`config.mk`:
```
export PLATFORM = sky130hd
export DESIGN_NAME = cmsp_host
export DESIGN_NICKNAME = d
export VERILOG_FILES = /design/src/logic/cmsp_fifo.v /design/src/logic/cmsp_uart_rx.v /design/src/logic/cmsp_host.v
export VERILOG_INCLUDE_DIRS = /design/src /design/src/shared
export SDC_FILE = /design/constraint.sdc
export NUM_CORES = 1
export LEC_CHECK = 0
export ABC_AREA = 1
export BUFFER_PORTS_ARGS = -buffer_cell sky130_fd_sc_hd__buf_2
export CAP_MARGIN = 20
export CORE_MARGIN = 10
export CORE_UTILIZATION = 40
export CTS_CLUSTER_SIZE = 16
export DETAILED_ROUTE_END_ITERATION = 8
export GPL_TIMING_DRIVEN = 0
export SLEW_MARGIN = 30
export SYNTH_ARGS = -nofsm -noshare
export SYNTH_HDL_FRONTEND = slang
export SYNTH_SLANG_ARGS = --single-unit
```
`constraint.sdc`:
```
create_clock -name clk_i -period 3.2 [get_ports clk_i]
set_clock_uncertainty 0.15 [all_clocks]
set_input_delay 0.64 -clock clk_i [delete_from_list [all_inputs] [get_ports clk_i]]
set_output_delay 0.64 -clock clk_i [all_outputs]
set_load 0.02 [all_outputs]
```
`src/shared/cmsp_defines.vh`:
```
// constants for the cellular serial port host controller
`ifndef CMSP_DEFINES_VH
`define CMSP_DEFINES_VH
// ---------------------------------------------------------------
// clock and line timing
// ---------------------------------------------------------------
`define CMSP_CLK_HZ 50000000
`define CMSP_BAUD_DEFAULT 115200
`define CMSP_DIV_DEFAULT (`CMSP_CLK_HZ / `CMSP_BAUD_DEFAULT)
`define CMSP_DATA_BITS 8
// ---------------------------------------------------------------
// register byte offsets
// ---------------------------------------------------------------
`define CMSP_REG_CTRL 4'h0
`define CMSP_REG_STAT 4'h4
`define CMSP_REG_TXD 4'h8
`define CMSP_REG_RXD 4'hC
`define CMSP_ADDR_W 4
// ---------------------------------------------------------------
// control register fields
// ---------------------------------------------------------------
`define CMSP_CTRL_DIV_LSB 0
`define CMSP_CTRL_DIV_MSB 15
`define CMSP_CTRL_RTS_ON 16
`define CMSP_CTRL_DTR_ON 17
`define CMSP_CTRL_AUX 18
`define CMSP_CTRL_FC_EN 19
// ---------------------------------------------------------------
// status register fields
// ---------------------------------------------------------------
`define CMSP_STAT_RX_VALID 0
`define CMSP_STAT_TX_READY 1
`define CMSP_STAT_FRAME_ERR 2
`define CMSP_STAT_CTS_ON 3
`define CMSP_STAT_DSR_ON 4
`define CMSP_STAT_DCD_ON 5
`define CMSP_STAT_RI_ON 6
`define CMSP_STAT_TX_BUSY 7
`endif

```
`src/logic/cmsp_fifo.v`:
```
// small synchronous fifo with valid/ready on both sides
`timescale 1ns/1ps
module cmsp_fifo #(
  parameter WIDTH = 8,
  parameter DEPTH = 4,
  parameter AW = 2
) (
  // clock and reset
  input wire clk_i,
  input wire rst_i,
  // fill side
  input wire in_valid_i,
  output wire in_ready_o,
  input wire [WIDTH-1:0] in_data_i,
  // drain side
  output wire out_valid_o,
  input wire out_ready_i,
  output reg [WIDTH-1:0] out_data_o
);
  reg [WIDTH-1:0] mem_q [0:DEPTH-1];
  reg [AW-1:0] wr_q;
  reg [AW-1:0] rd_q;
  reg [AW:0] cnt_q;
  reg out_valid_q;
  wire push;
  wire pop_mem;
  wire [AW-1:0] wr_next;
  wire [AW-1:0] rd_next;

  // output register counts as one extra slot
  assign in_ready_o = (cnt_q != DEPTH[AW:0]);
  assign push = in_valid_i & in_ready_o;
  assign out_valid_o = out_valid_q;
  assign pop_mem = (cnt_q != {(AW+1){1'b0}}) & (~out_valid_q | out_ready_i);
  assign wr_next = (wr_q == DEPTH[AW-1:0] - 1'b1) ? {AW{1'b0}} : wr_q + 1'b1;
  assign rd_next = (rd_q == DEPTH[AW-1:0] - 1'b1) ? {AW{1'b0}} : rd_q + 1'b1;

  // storage array, no reset needed
  always @(posedge clk_i) begin
    if (push) begin
      mem_q[wr_q] <= in_data_i;
    end
  end

  // pointers, count and registered read data
  always @(posedge clk_i) begin
    if (rst_i) begin
      wr_q <= {AW{1'b0}};
      rd_q <= {AW{1'b0}};
      cnt_q <= {(AW+1){1'b0}};
      out_valid_q <= 1'b0;
      out_data_o <= {WIDTH{1'b0}};
    end else begin
      if (push) begin
        wr_q <= wr_next;
      end
      if (pop_mem) begin
        rd_q <= rd_next;
        out_data_o <= mem_q[rd_q];
        out_valid_q <= 1'b1;
      end else if (out_ready_i) begin
        out_valid_q <= 1'b0;
      end
      cnt_q <= cnt_q + {{AW{1'b0}}, push} - {{AW{1'b0}}, pop_mem};
    end
  end
endmodule // cmsp_fifo

```
`src/logic/cmsp_uart_rx.v`:
```
// 8n1 receiver with centre sampling and stop-bit check
`timescale 1ns/1ps
`include "cmsp_defines.vh"
module cmsp_uart_rx #(
  parameter DIV_W = 16
) (
  // clock and reset
  input wire clk_i,
  input wire rst_i,
  // line and rate
  input wire rx_i,
  input wire [DIV_W-1:0] div_i,
  // received character
  output reg [7:0] data_o,
  output reg valid_o,
  output reg frame_err_o
);
  localparam ST_IDLE = 3'b001;
  localparam ST_DATA = 3'b010;
  localparam ST_STOP = 3'b100;
  reg [2:0] state_q;
  reg [DIV_W-1:0] cnt_q;
  reg [2:0] bit_q;
  reg [7:0] sh_q;
  reg rx_prev_q;

  // first wait spans one and a half bits to reach the centre of bit 0;
  // a divider above two thirds of the counter range would overflow it
  always @(posedge clk_i) begin
    if (rst_i) begin
      state_q <= ST_IDLE;
      rx_prev_q <= 1'b1;
      cnt_q <= {DIV_W{1'b0}};
      bit_q <= 3'd0;
      sh_q <= 8'h00;
      data_o <= 8'h00;
      valid_o <= 1'b0;
      frame_err_o <= 1'b0;
    end else begin
      valid_o <= 1'b0;
      frame_err_o <= 1'b0;
      // reset value is the idle level, so no false edge follows reset
      rx_prev_q <= rx_i;
      case (state_q)
        ST_IDLE: begin
          // only a falling edge starts a frame, so a line held low
          // after a bad stop bit is not taken as a new character
          if (!rx_i && rx_prev_q) begin
            cnt_q <= div_i + {1'b0, div_i[DIV_W-1:1]} - 1'b1;
            bit_q <= 3'd0;
            state_q <= ST_DATA;
          end
        end
        ST_DATA: begin
          if (cnt_q != {DIV_W{1'b0}}) begin
            cnt_q <= cnt_q - 1'b1;
          end else begin
            cnt_q <= div_i - 1'b1;
            // data bits taken at their centre
            sh_q <= {rx_i, sh_q[7:1]};
            bit_q <= bit_q + 3'd1;
            if (bit_q == 3'd7) begin
              state_q <= ST_STOP;
            end
          end
        end
        ST_STOP: begin
          if (cnt_q != {DIV_W{1'b0}}) begin
            cnt_q <= cnt_q - 1'b1;
          end else begin
            state_q <= ST_IDLE;
            if (rx_i) begin
              data_o <= sh_q;
              valid_o <= 1'b1;
            end else begin
              frame_err_o <= 1'b1;
            end
          end
        end
        default: begin
          state_q <= ST_IDLE;
        end
      endcase
    end
  end
endmodule // cmsp_uart_rx

```
`src/logic/cmsp_host.v`:
```
// host-side controller for the cellular module serial port
`timescale 1ns/1ps
`include "cmsp_defines.vh"
// Function
// - default rate 115200 after reset
// - frames are start, eight data, stop
// - low level means zero or ON
// - host drives TXD RTS DTR only
// - aux port remaps DCD DTR RI; DSR stays a status input only
// - host holds RTS ON to exchange
// - host holds DTR ON for unsolicited messages
// - mux framing carried as plain bytes
// - mux channel numbers live in software
// - dial-up stack runs in host software
module cmsp_host #(
  parameter DIV_W = 16,
  parameter FIFO_DEPTH = 4,
  parameter FIFO_AW = 2
) (
  // clock and reset
  input wire clk_i,
  input wire rst_i,
  // wishbone slave
  input wire wb_cyc_i,
  input wire wb_stb_i,
  input wire wb_we_i,
  input wire [`CMSP_ADDR_W-1:0] wb_adr_i,
  input wire [3:0] wb_sel_i,
  input wire [31:0] wb_dat_i,
  output reg [31:0] wb_dat_o,
  output reg wb_ack_o,
  // main port pins toward the module
  output reg txd_o,
  output reg rts_n_o,
  output reg dtr_n_o,
  input wire rxd_i,
  input wire cts_n_i,
  input wire dsr_n_i,
  input wire dcd_n_i,
  input wire ri_n_i
);
  // -------------------------------------------------------------
  // registers
  // -------------------------------------------------------------
  reg [DIV_W-1:0] div_q;
  reg rts_on_q;
  reg dtr_on_q;
  reg aux_q;
  reg fc_en_q;
  reg frame_err_q;
  reg [7:0] rx_data_q;
  reg rx_valid_q;
  reg tx_busy_q;
  // reset divider, cut to the register width on purpose
  localparam [31:0] DIV_RST = `CMSP_DIV_DEFAULT;
  wire wb_req;
  wire wr_ctrl;
  wire wr_txd;
  wire rd_rxd;
  wire fifo_in_ready;
  wire fifo_out_valid;
  wire [7:0] fifo_out_data;
  wire tx_take;
  wire [7:0] rx_data;
  wire rx_valid;
  wire rx_err;
  wire rx_line;
  wire cts_on;
  reg [31:0] rd_mux;

  // single-cycle ack, dropped the cycle after
  assign wb_req = wb_cyc_i & wb_stb_i & ~wb_ack_o;
  assign wr_ctrl = wb_req & wb_we_i & (wb_adr_i == `CMSP_REG_CTRL);
  assign wr_txd = wb_req & wb_we_i & (wb_adr_i == `CMSP_REG_TXD) & wb_sel_i[0];
  assign rd_rxd = wb_req & ~wb_we_i & (wb_adr_i == `CMSP_REG_RXD);

  // aux port uses DCD as data and RI as flow control
  assign rx_line = aux_q ? dcd_n_i : rxd_i;
  // low level on flow line means ON
  assign cts_on = aux_q ? ~ri_n_i : ~cts_n_i;

  // status and data readback
  always @* begin
    rd_mux = 32'h0000_0000;
    case (wb_adr_i)
      `CMSP_REG_CTRL: begin
        rd_mux[`CMSP_CTRL_DIV_MSB:`CMSP_CTRL_DIV_LSB] = div_q;
        rd_mux[`CMSP_CTRL_RTS_ON] = rts_on_q;
        rd_mux[`CMSP_CTRL_DTR_ON] = dtr_on_q;
        rd_mux[`CMSP_CTRL_AUX] = aux_q;
        rd_mux[`CMSP_CTRL_FC_EN] = fc_en_q;
      end
      `CMSP_REG_STAT: begin
        rd_mux[`CMSP_STAT_RX_VALID] = rx_valid_q;
        rd_mux[`CMSP_STAT_TX_READY] = fifo_in_ready;
        rd_mux[`CMSP_STAT_FRAME_ERR] = frame_err_q;
        rd_mux[`CMSP_STAT_CTS_ON] = ~cts_n_i;
        rd_mux[`CMSP_STAT_DSR_ON] = ~dsr_n_i;
        rd_mux[`CMSP_STAT_DCD_ON] = ~dcd_n_i;
        rd_mux[`CMSP_STAT_RI_ON] = ~ri_n_i;
        rd_mux[`CMSP_STAT_TX_BUSY] = fifo_out_valid | tx_busy_q;
      end
      `CMSP_REG_RXD: begin
        rd_mux[7:0] = rx_data_q;
      end
      default: begin
        rd_mux = 32'h0000_0000;
      end
    endcase
  end

  // bus answer and control register
  always @(posedge clk_i) begin
    if (rst_i) begin
      wb_ack_o <= 1'b0;
      wb_dat_o <= 32'h0000_0000;
      div_q <= DIV_RST[DIV_W-1:0];
      rts_on_q <= 1'b0;
      dtr_on_q <= 1'b0;
      aux_q <= 1'b0;
      fc_en_q <= 1'b0;
    end else begin
      wb_ack_o <= wb_req;
      if (wb_req && !wb_we_i) begin
        wb_dat_o <= rd_mux;
      end
      if (wr_ctrl) begin
        if (wb_sel_i[0]) div_q[7:0] <= wb_dat_i[7:0];
        if (wb_sel_i[1]) div_q[15:8] <= wb_dat_i[15:8];
        if (wb_sel_i[2]) begin
          rts_on_q <= wb_dat_i[`CMSP_CTRL_RTS_ON];
          dtr_on_q <= wb_dat_i[`CMSP_CTRL_DTR_ON];
          aux_q <= wb_dat_i[`CMSP_CTRL_AUX];
          fc_en_q <= wb_dat_i[`CMSP_CTRL_FC_EN];
        end
      end
    end
  end

  // -------------------------------------------------------------
  // modem control outputs
  // -------------------------------------------------------------
  reg tx_line_q;
  always @(posedge clk_i) begin
    if (rst_i) begin
      rts_n_o <= 1'b1;
      dtr_n_o <= 1'b1;
      txd_o <= 1'b1;
    end else begin
      // aux: DTR carries data, RTS keeps carrying host flow control
      dtr_n_o <= aux_q ? tx_line_q : ~dtr_on_q;
      rts_n_o <= ~rts_on_q;
      txd_o <= aux_q ? 1'b1 : tx_line_q;
    end
  end

  // -------------------------------------------------------------
  // transmit path
  // -------------------------------------------------------------
  // mux frames pass as bytes
  cmsp_fifo #(
    .WIDTH(8),
    .DEPTH(FIFO_DEPTH),
    .AW(FIFO_AW)
  ) u_txfifo (
    .clk_i(clk_i),
    .rst_i(rst_i),
    .in_valid_i(wr_txd),
    .in_ready_o(fifo_in_ready),
    .in_data_i(wb_dat_i[7:0]),
    .out_valid_o(fifo_out_valid),
    .out_ready_i(tx_take),
    .out_data_o(fifo_out_data)
  );

  reg [DIV_W-1:0] tx_cnt_q;
  reg [3:0] tx_bit_q;
  reg [9:0] tx_sh_q;
  // flow control stalls only new characters, never one in flight
  assign tx_take = fifo_out_valid & ~tx_busy_q & (~fc_en_q | cts_on);

  // ten-bit frame: start, eight lsb-first, stop
  always @(posedge clk_i) begin
    if (rst_i) begin
      tx_busy_q <= 1'b0;
      tx_cnt_q <= {DIV_W{1'b0}};
      tx_bit_q <= 4'd0;
      tx_sh_q <= 10'h3FF;
      tx_line_q <= 1'b1;
    end else if (tx_take) begin
      tx_busy_q <= 1'b1;
      tx_cnt_q <= div_q - 1'b1;
      tx_bit_q <= 4'd0;
      tx_sh_q <= {1'b1, fifo_out_data, 1'b0};
      tx_line_q <= 1'b0;
    end else if (tx_busy_q) begin
      if (tx_cnt_q != {DIV_W{1'b0}}) begin
        tx_cnt_q <= tx_cnt_q - 1'b1;
      end else begin
        tx_cnt_q <= div_q - 1'b1;
        tx_bit_q <= tx_bit_q + 4'd1;
        tx_sh_q <= {1'b1, tx_sh_q[9:1]};
        tx_line_q <= tx_sh_q[1];
        if (tx_bit_q == 4'd9) begin
          tx_busy_q <= 1'b0;
          tx_line_q <= 1'b1;
        end
      end
    end
  end

  // -------------------------------------------------------------
  // receive path
  // -------------------------------------------------------------
  cmsp_uart_rx #(
    .DIV_W(DIV_W)
  ) u_rx (
    .clk_i(clk_i),
    .rst_i(rst_i),
    .rx_i(rx_line),
    .div_i(div_q),
    .data_o(rx_data),
    .valid_o(rx_valid),
    .frame_err_o(rx_err)
  );

  // received byte holding; new byte wins over a read clear
  always @(posedge clk_i) begin
    if (rst_i) begin
      rx_data_q <= 8'h00;
      rx_valid_q <= 1'b0;
      frame_err_q <= 1'b0;
    end else begin
      if (rx_valid) begin
        rx_data_q <= rx_data;
        rx_valid_q <= 1'b1;
      end else if (rd_rxd) begin
        rx_valid_q <= 1'b0;
      end
      // sticky, cleared by writing one to it
      if (rx_err) begin
        frame_err_q <= 1'b1;
      end else if (wb_req && wb_we_i && wb_adr_i == `CMSP_REG_STAT && wb_sel_i[0]
                   && wb_dat_i[`CMSP_STAT_FRAME_ERR]) begin
        frame_err_q <= 1'b0;
      end
    end
  end
endmodule // cmsp_host

```
==> flow_summary.yaml <==
detailed_routing:
  viasPerCell: 5.07
  drtAntennaViolNets: 0
  drt_wl_total_um: 27900
  detail_route.wl_per_cell_um: 15.9
  remaining_drc_errors: 0
  vias: 8901
  drtIter0Drc: 678
  drt-pass1-iter-count: 6
synth:
  synth_top_area_share_pct: 29.7
  synth_area_leaders: "dfxtp_1 (30%), nand2_1 (12%), edfxtp_1 (10%)"
  syn_area_per_cell_um2: 7.14
  synth-seq-cells: 173
  yosysWarningCount: 0
  synth_top_area_cell: "dfxtp_1"
  synth-seq-area-share_pct: 39.8
  synth_ff_type: "dfxtp_1"
  async_flop_share_pct: 0
  netlist_area_um2: 9510
  synthCells: 1333
  synth-edff-count: 32
  synth_cell_types: 48
setup_path:
  crit_type: "reg2reg"
  cpPeakStageDelay_ns: 0.48
  required_ns: 3.42
  critical_path_peak_fanout: 7
  startpoint_type: "flop"
  cp_slowest_cell: "dfxtp_1"
  cp_cell_sequence: "or2_1, nand3_1, nand2_2, nand2_1, nand2_1, inv_1, ha_1, inv_1, ha_1, inv_1, fa_1, inv_1, o21ai_0, a21oi_1"
  critical_path_arrival_ns: 2.98
  endpoint_kind: "flop"
  cpMostUsedCell: "inv_1"
sta:
  setup_tns_ns: 0
  max_freq_mhz: 362
  max_slew_margin_pct: 47.5
  drv_slew: 0
  hold_viol: 0
  rsz0062_at_grt: "false"
  period_share_pct: 86.3
  tightest_slew_ns: 0.787
  finalSetupViolations: 0
  post-route-min-period_ns: 2.76
cts:
  post-cts-setup-buffer-count: 0
  cts_buffers: 17
  cts_buffer_depth: 2
  root_buffer: "clkbuf_16"
  insertion_delay_ns: 0.44
  cts_tree: "done"
  clkSinkCount: 173
  cts_resized: 0
  htree_num_levels: 4
  clkTransAtPathRegs_ns: 0.08
  cts_hold_buf: 0
die:
  std_cell_rows: 56
  dieWidth_um: 174
  die_h_um: 174
  dieArea_um2: 30400
  core_area_um2: 23400
  floorplan.initialDensity_pct: 40.6
  boundaryPins: 86
power:
  vdd_drop_max_v: 0.000338
  p_leak_nw: 4.99
  power_density_nw_per_um2: 723
  fin_total_pwr_mw: 7.84
place:
  dp.cells: 1723
  gp_congestion: 0.931
  portBuffers: 60
  place_hpwl_um: 21500
  dpl-instance-area_um2: 10300
final_layout:
  area_delta_synth_final_pct: 14.0
  multi_input_area_um2: 4810
  seq_area_um2: 3780
  antenna_cells: 0
  drive_above_1_share_pct: 10.0
  fillerInstances: 2439
  finalInstanceArea_um2: 10800
  instances_no_fill: 1755
  final_nets: 1524
  fin_util_pct: 46.3
run:
  max_cap_viol_count: 0
grt:
  grt_pass1_wl_um: 44200
  grt-ovfl-total: 0
  grt_max_degree: 20
  antenna_found_initial: 0
  grt_pass1_vias: 8349
  grt_use_total_pct: 18.2
status:
  status: "complete, no violations"
min_path:
  hp-class: "reg2reg"
==> final cells by class <==
cell class              count  area share [%]
repair buffers             60            2.77
multi-input cells         939            44.4
clock buffers              18            3.96
plain buffers              44            2.31
clock inverters            14            1.48
inverters                 188            6.53
well taps                 319            3.68
flip-flops and latches    173            34.9
==> path summary, 6_finish.rpt <==
path                            slack [ns]            from  depth (start not counted)           endpoint
worst max-delay path                  0.44           aux_q                         14  u_txfifo.cnt_q[2]
worst max register to register        0.44           aux_q                         14  u_txfifo.cnt_q[2]
worst min register to register        0.31  u_rx.data_o[6]                          2     u_rx.data_o[6]
worst min-delay path                  0.31  u_rx.data_o[6]                          2     u_rx.data_o[6]
==> cells by family (layout without fill, tap and decap cells) <==
logic type,after synthesis,count (layout),share of synthesized area (%)
other,1,12,0.0394
AOI/OAI and AO/OA,251,251,14.4
DFF,173,173,39.8
buffers and inverters,232,324,10.1
and+or+nand+nor,600,600,26.6
adders and majority gates,51,51,6.87
xor gates and xnor gates,25,25,2.30
==> worst max-delay path: cells and delay by family, from the launching register on <==
family	cells	cell delay [ns]
buffers and inverters	4	0.35
adder cells (fa/ha/maj)	3	0.79
AO/OA/AOI/OAI	2	0.23
flip-flops	1	0.48
AND/OR/NAND/NOR	5	0.68
==> power breakdown <==
part	switching, mW	total, mW	internal, mW
Sequential	0.253	2.78	2.53
Combinational	1.96	2.96	1.01
Clock	1.04	2.09	1.05
Total	3.25	7.84	4.59
==> state kept, by name, indices dropped and copies added (netlist names), 2 cells and up <==
| name | cells |
|---|---|
| tx_sh_q | 8 |
| u_txfifo.wr_q | 2 |
| u_rx.data_o | 8 |
| u_rx.cnt_q | 16 |
| u_rx.state_q | 3 |
| u_txfifo.cnt_q | 3 |
| wb_dat_o | 20 |
| u_txfifo.mem_q | 32 |
| u_rx.sh_q | 8 |
| tx_bit_q | 4 |
| rx_data_q | 8 |
| u_txfifo.rd_q | 2 |
| tx_cnt_q | 16 |
| u_rx.bit_q | 3 |
| u_txfifo.out_data_o | 8 |
| div_q | 16 |
==> layer usage <==
| metal | share of wire, % | track usage, % | vias to the layer above |
|---|---|---|---|
| li1 | - | - | 4484 |
| met1 | 47 | 24.3 | 4092 |
| met2 | 45 | 28.4 | 290 |
| met3 | 6.1 | 3.90 | 35 |
| met4 | 2.2 | 6.09 | 0 |
| met5 | 0 | 0 | - |
==> synth_stat cells (13+ instances only) <==
cell and count:
edfxtp_1 32, dfxtp_1 141, nand3_1 85, ha_1 49, nor2_1 172, inv_1 181
clkbuf_1 20, o21ai_0 112, buf_4 13, nand2_1 295, xor2_1 18, a21oi_1 93
==> metrics by stage <==
step / setup slack, ns / hold WS (ns)
floorplan: 0.636 / 0.238
global placement: 0.202 / 0.300
detailed placement: 0.162 / 0.299
CTS: 0.427 / 0.299
global route: 0.217 / 0.307
finish: 0.438 / 0.311
==> cells in the final DEF (no fill, tap or decap), types with 4 or more instances in the layout <==
| cell | n |
|---|---|
| dfxtp_1 | 141 |
| a21oi_1 | 93 |
| nor2_1 | 172 |
| o221ai_1 | 5 |
| o211ai_1 | 11 |
| edfxtp_1 | 32 |
| clkbuf_1 | 21 |
| nor2_4 | 4 |
| nand2_2 | 7 |
| nand3b_1 | 5 |
| xnor2_1 | 7 |
| nand2_1 | 295 |
| nand4_1 | 10 |
| a31oi_1 | 4 |
| ha_1 | 49 |
| o22ai_1 | 8 |
| nor2_2 | 4 |
| inv_8 | 6 |
| inv_2 | 6 |
| buf_2 | 65 |
| o21ai_0 | 112 |
| buf_4 | 13 |
| nor3_1 | 7 |
| nand3_1 | 85 |
| buf_6 | 4 |
| xor2_1 | 18 |
| clkbuf_16 | 17 |
| o2111ai_1 | 5 |
| inv_1 | 181 |
| conb_1 | 12 |
(Power assumes the default switching activity.)
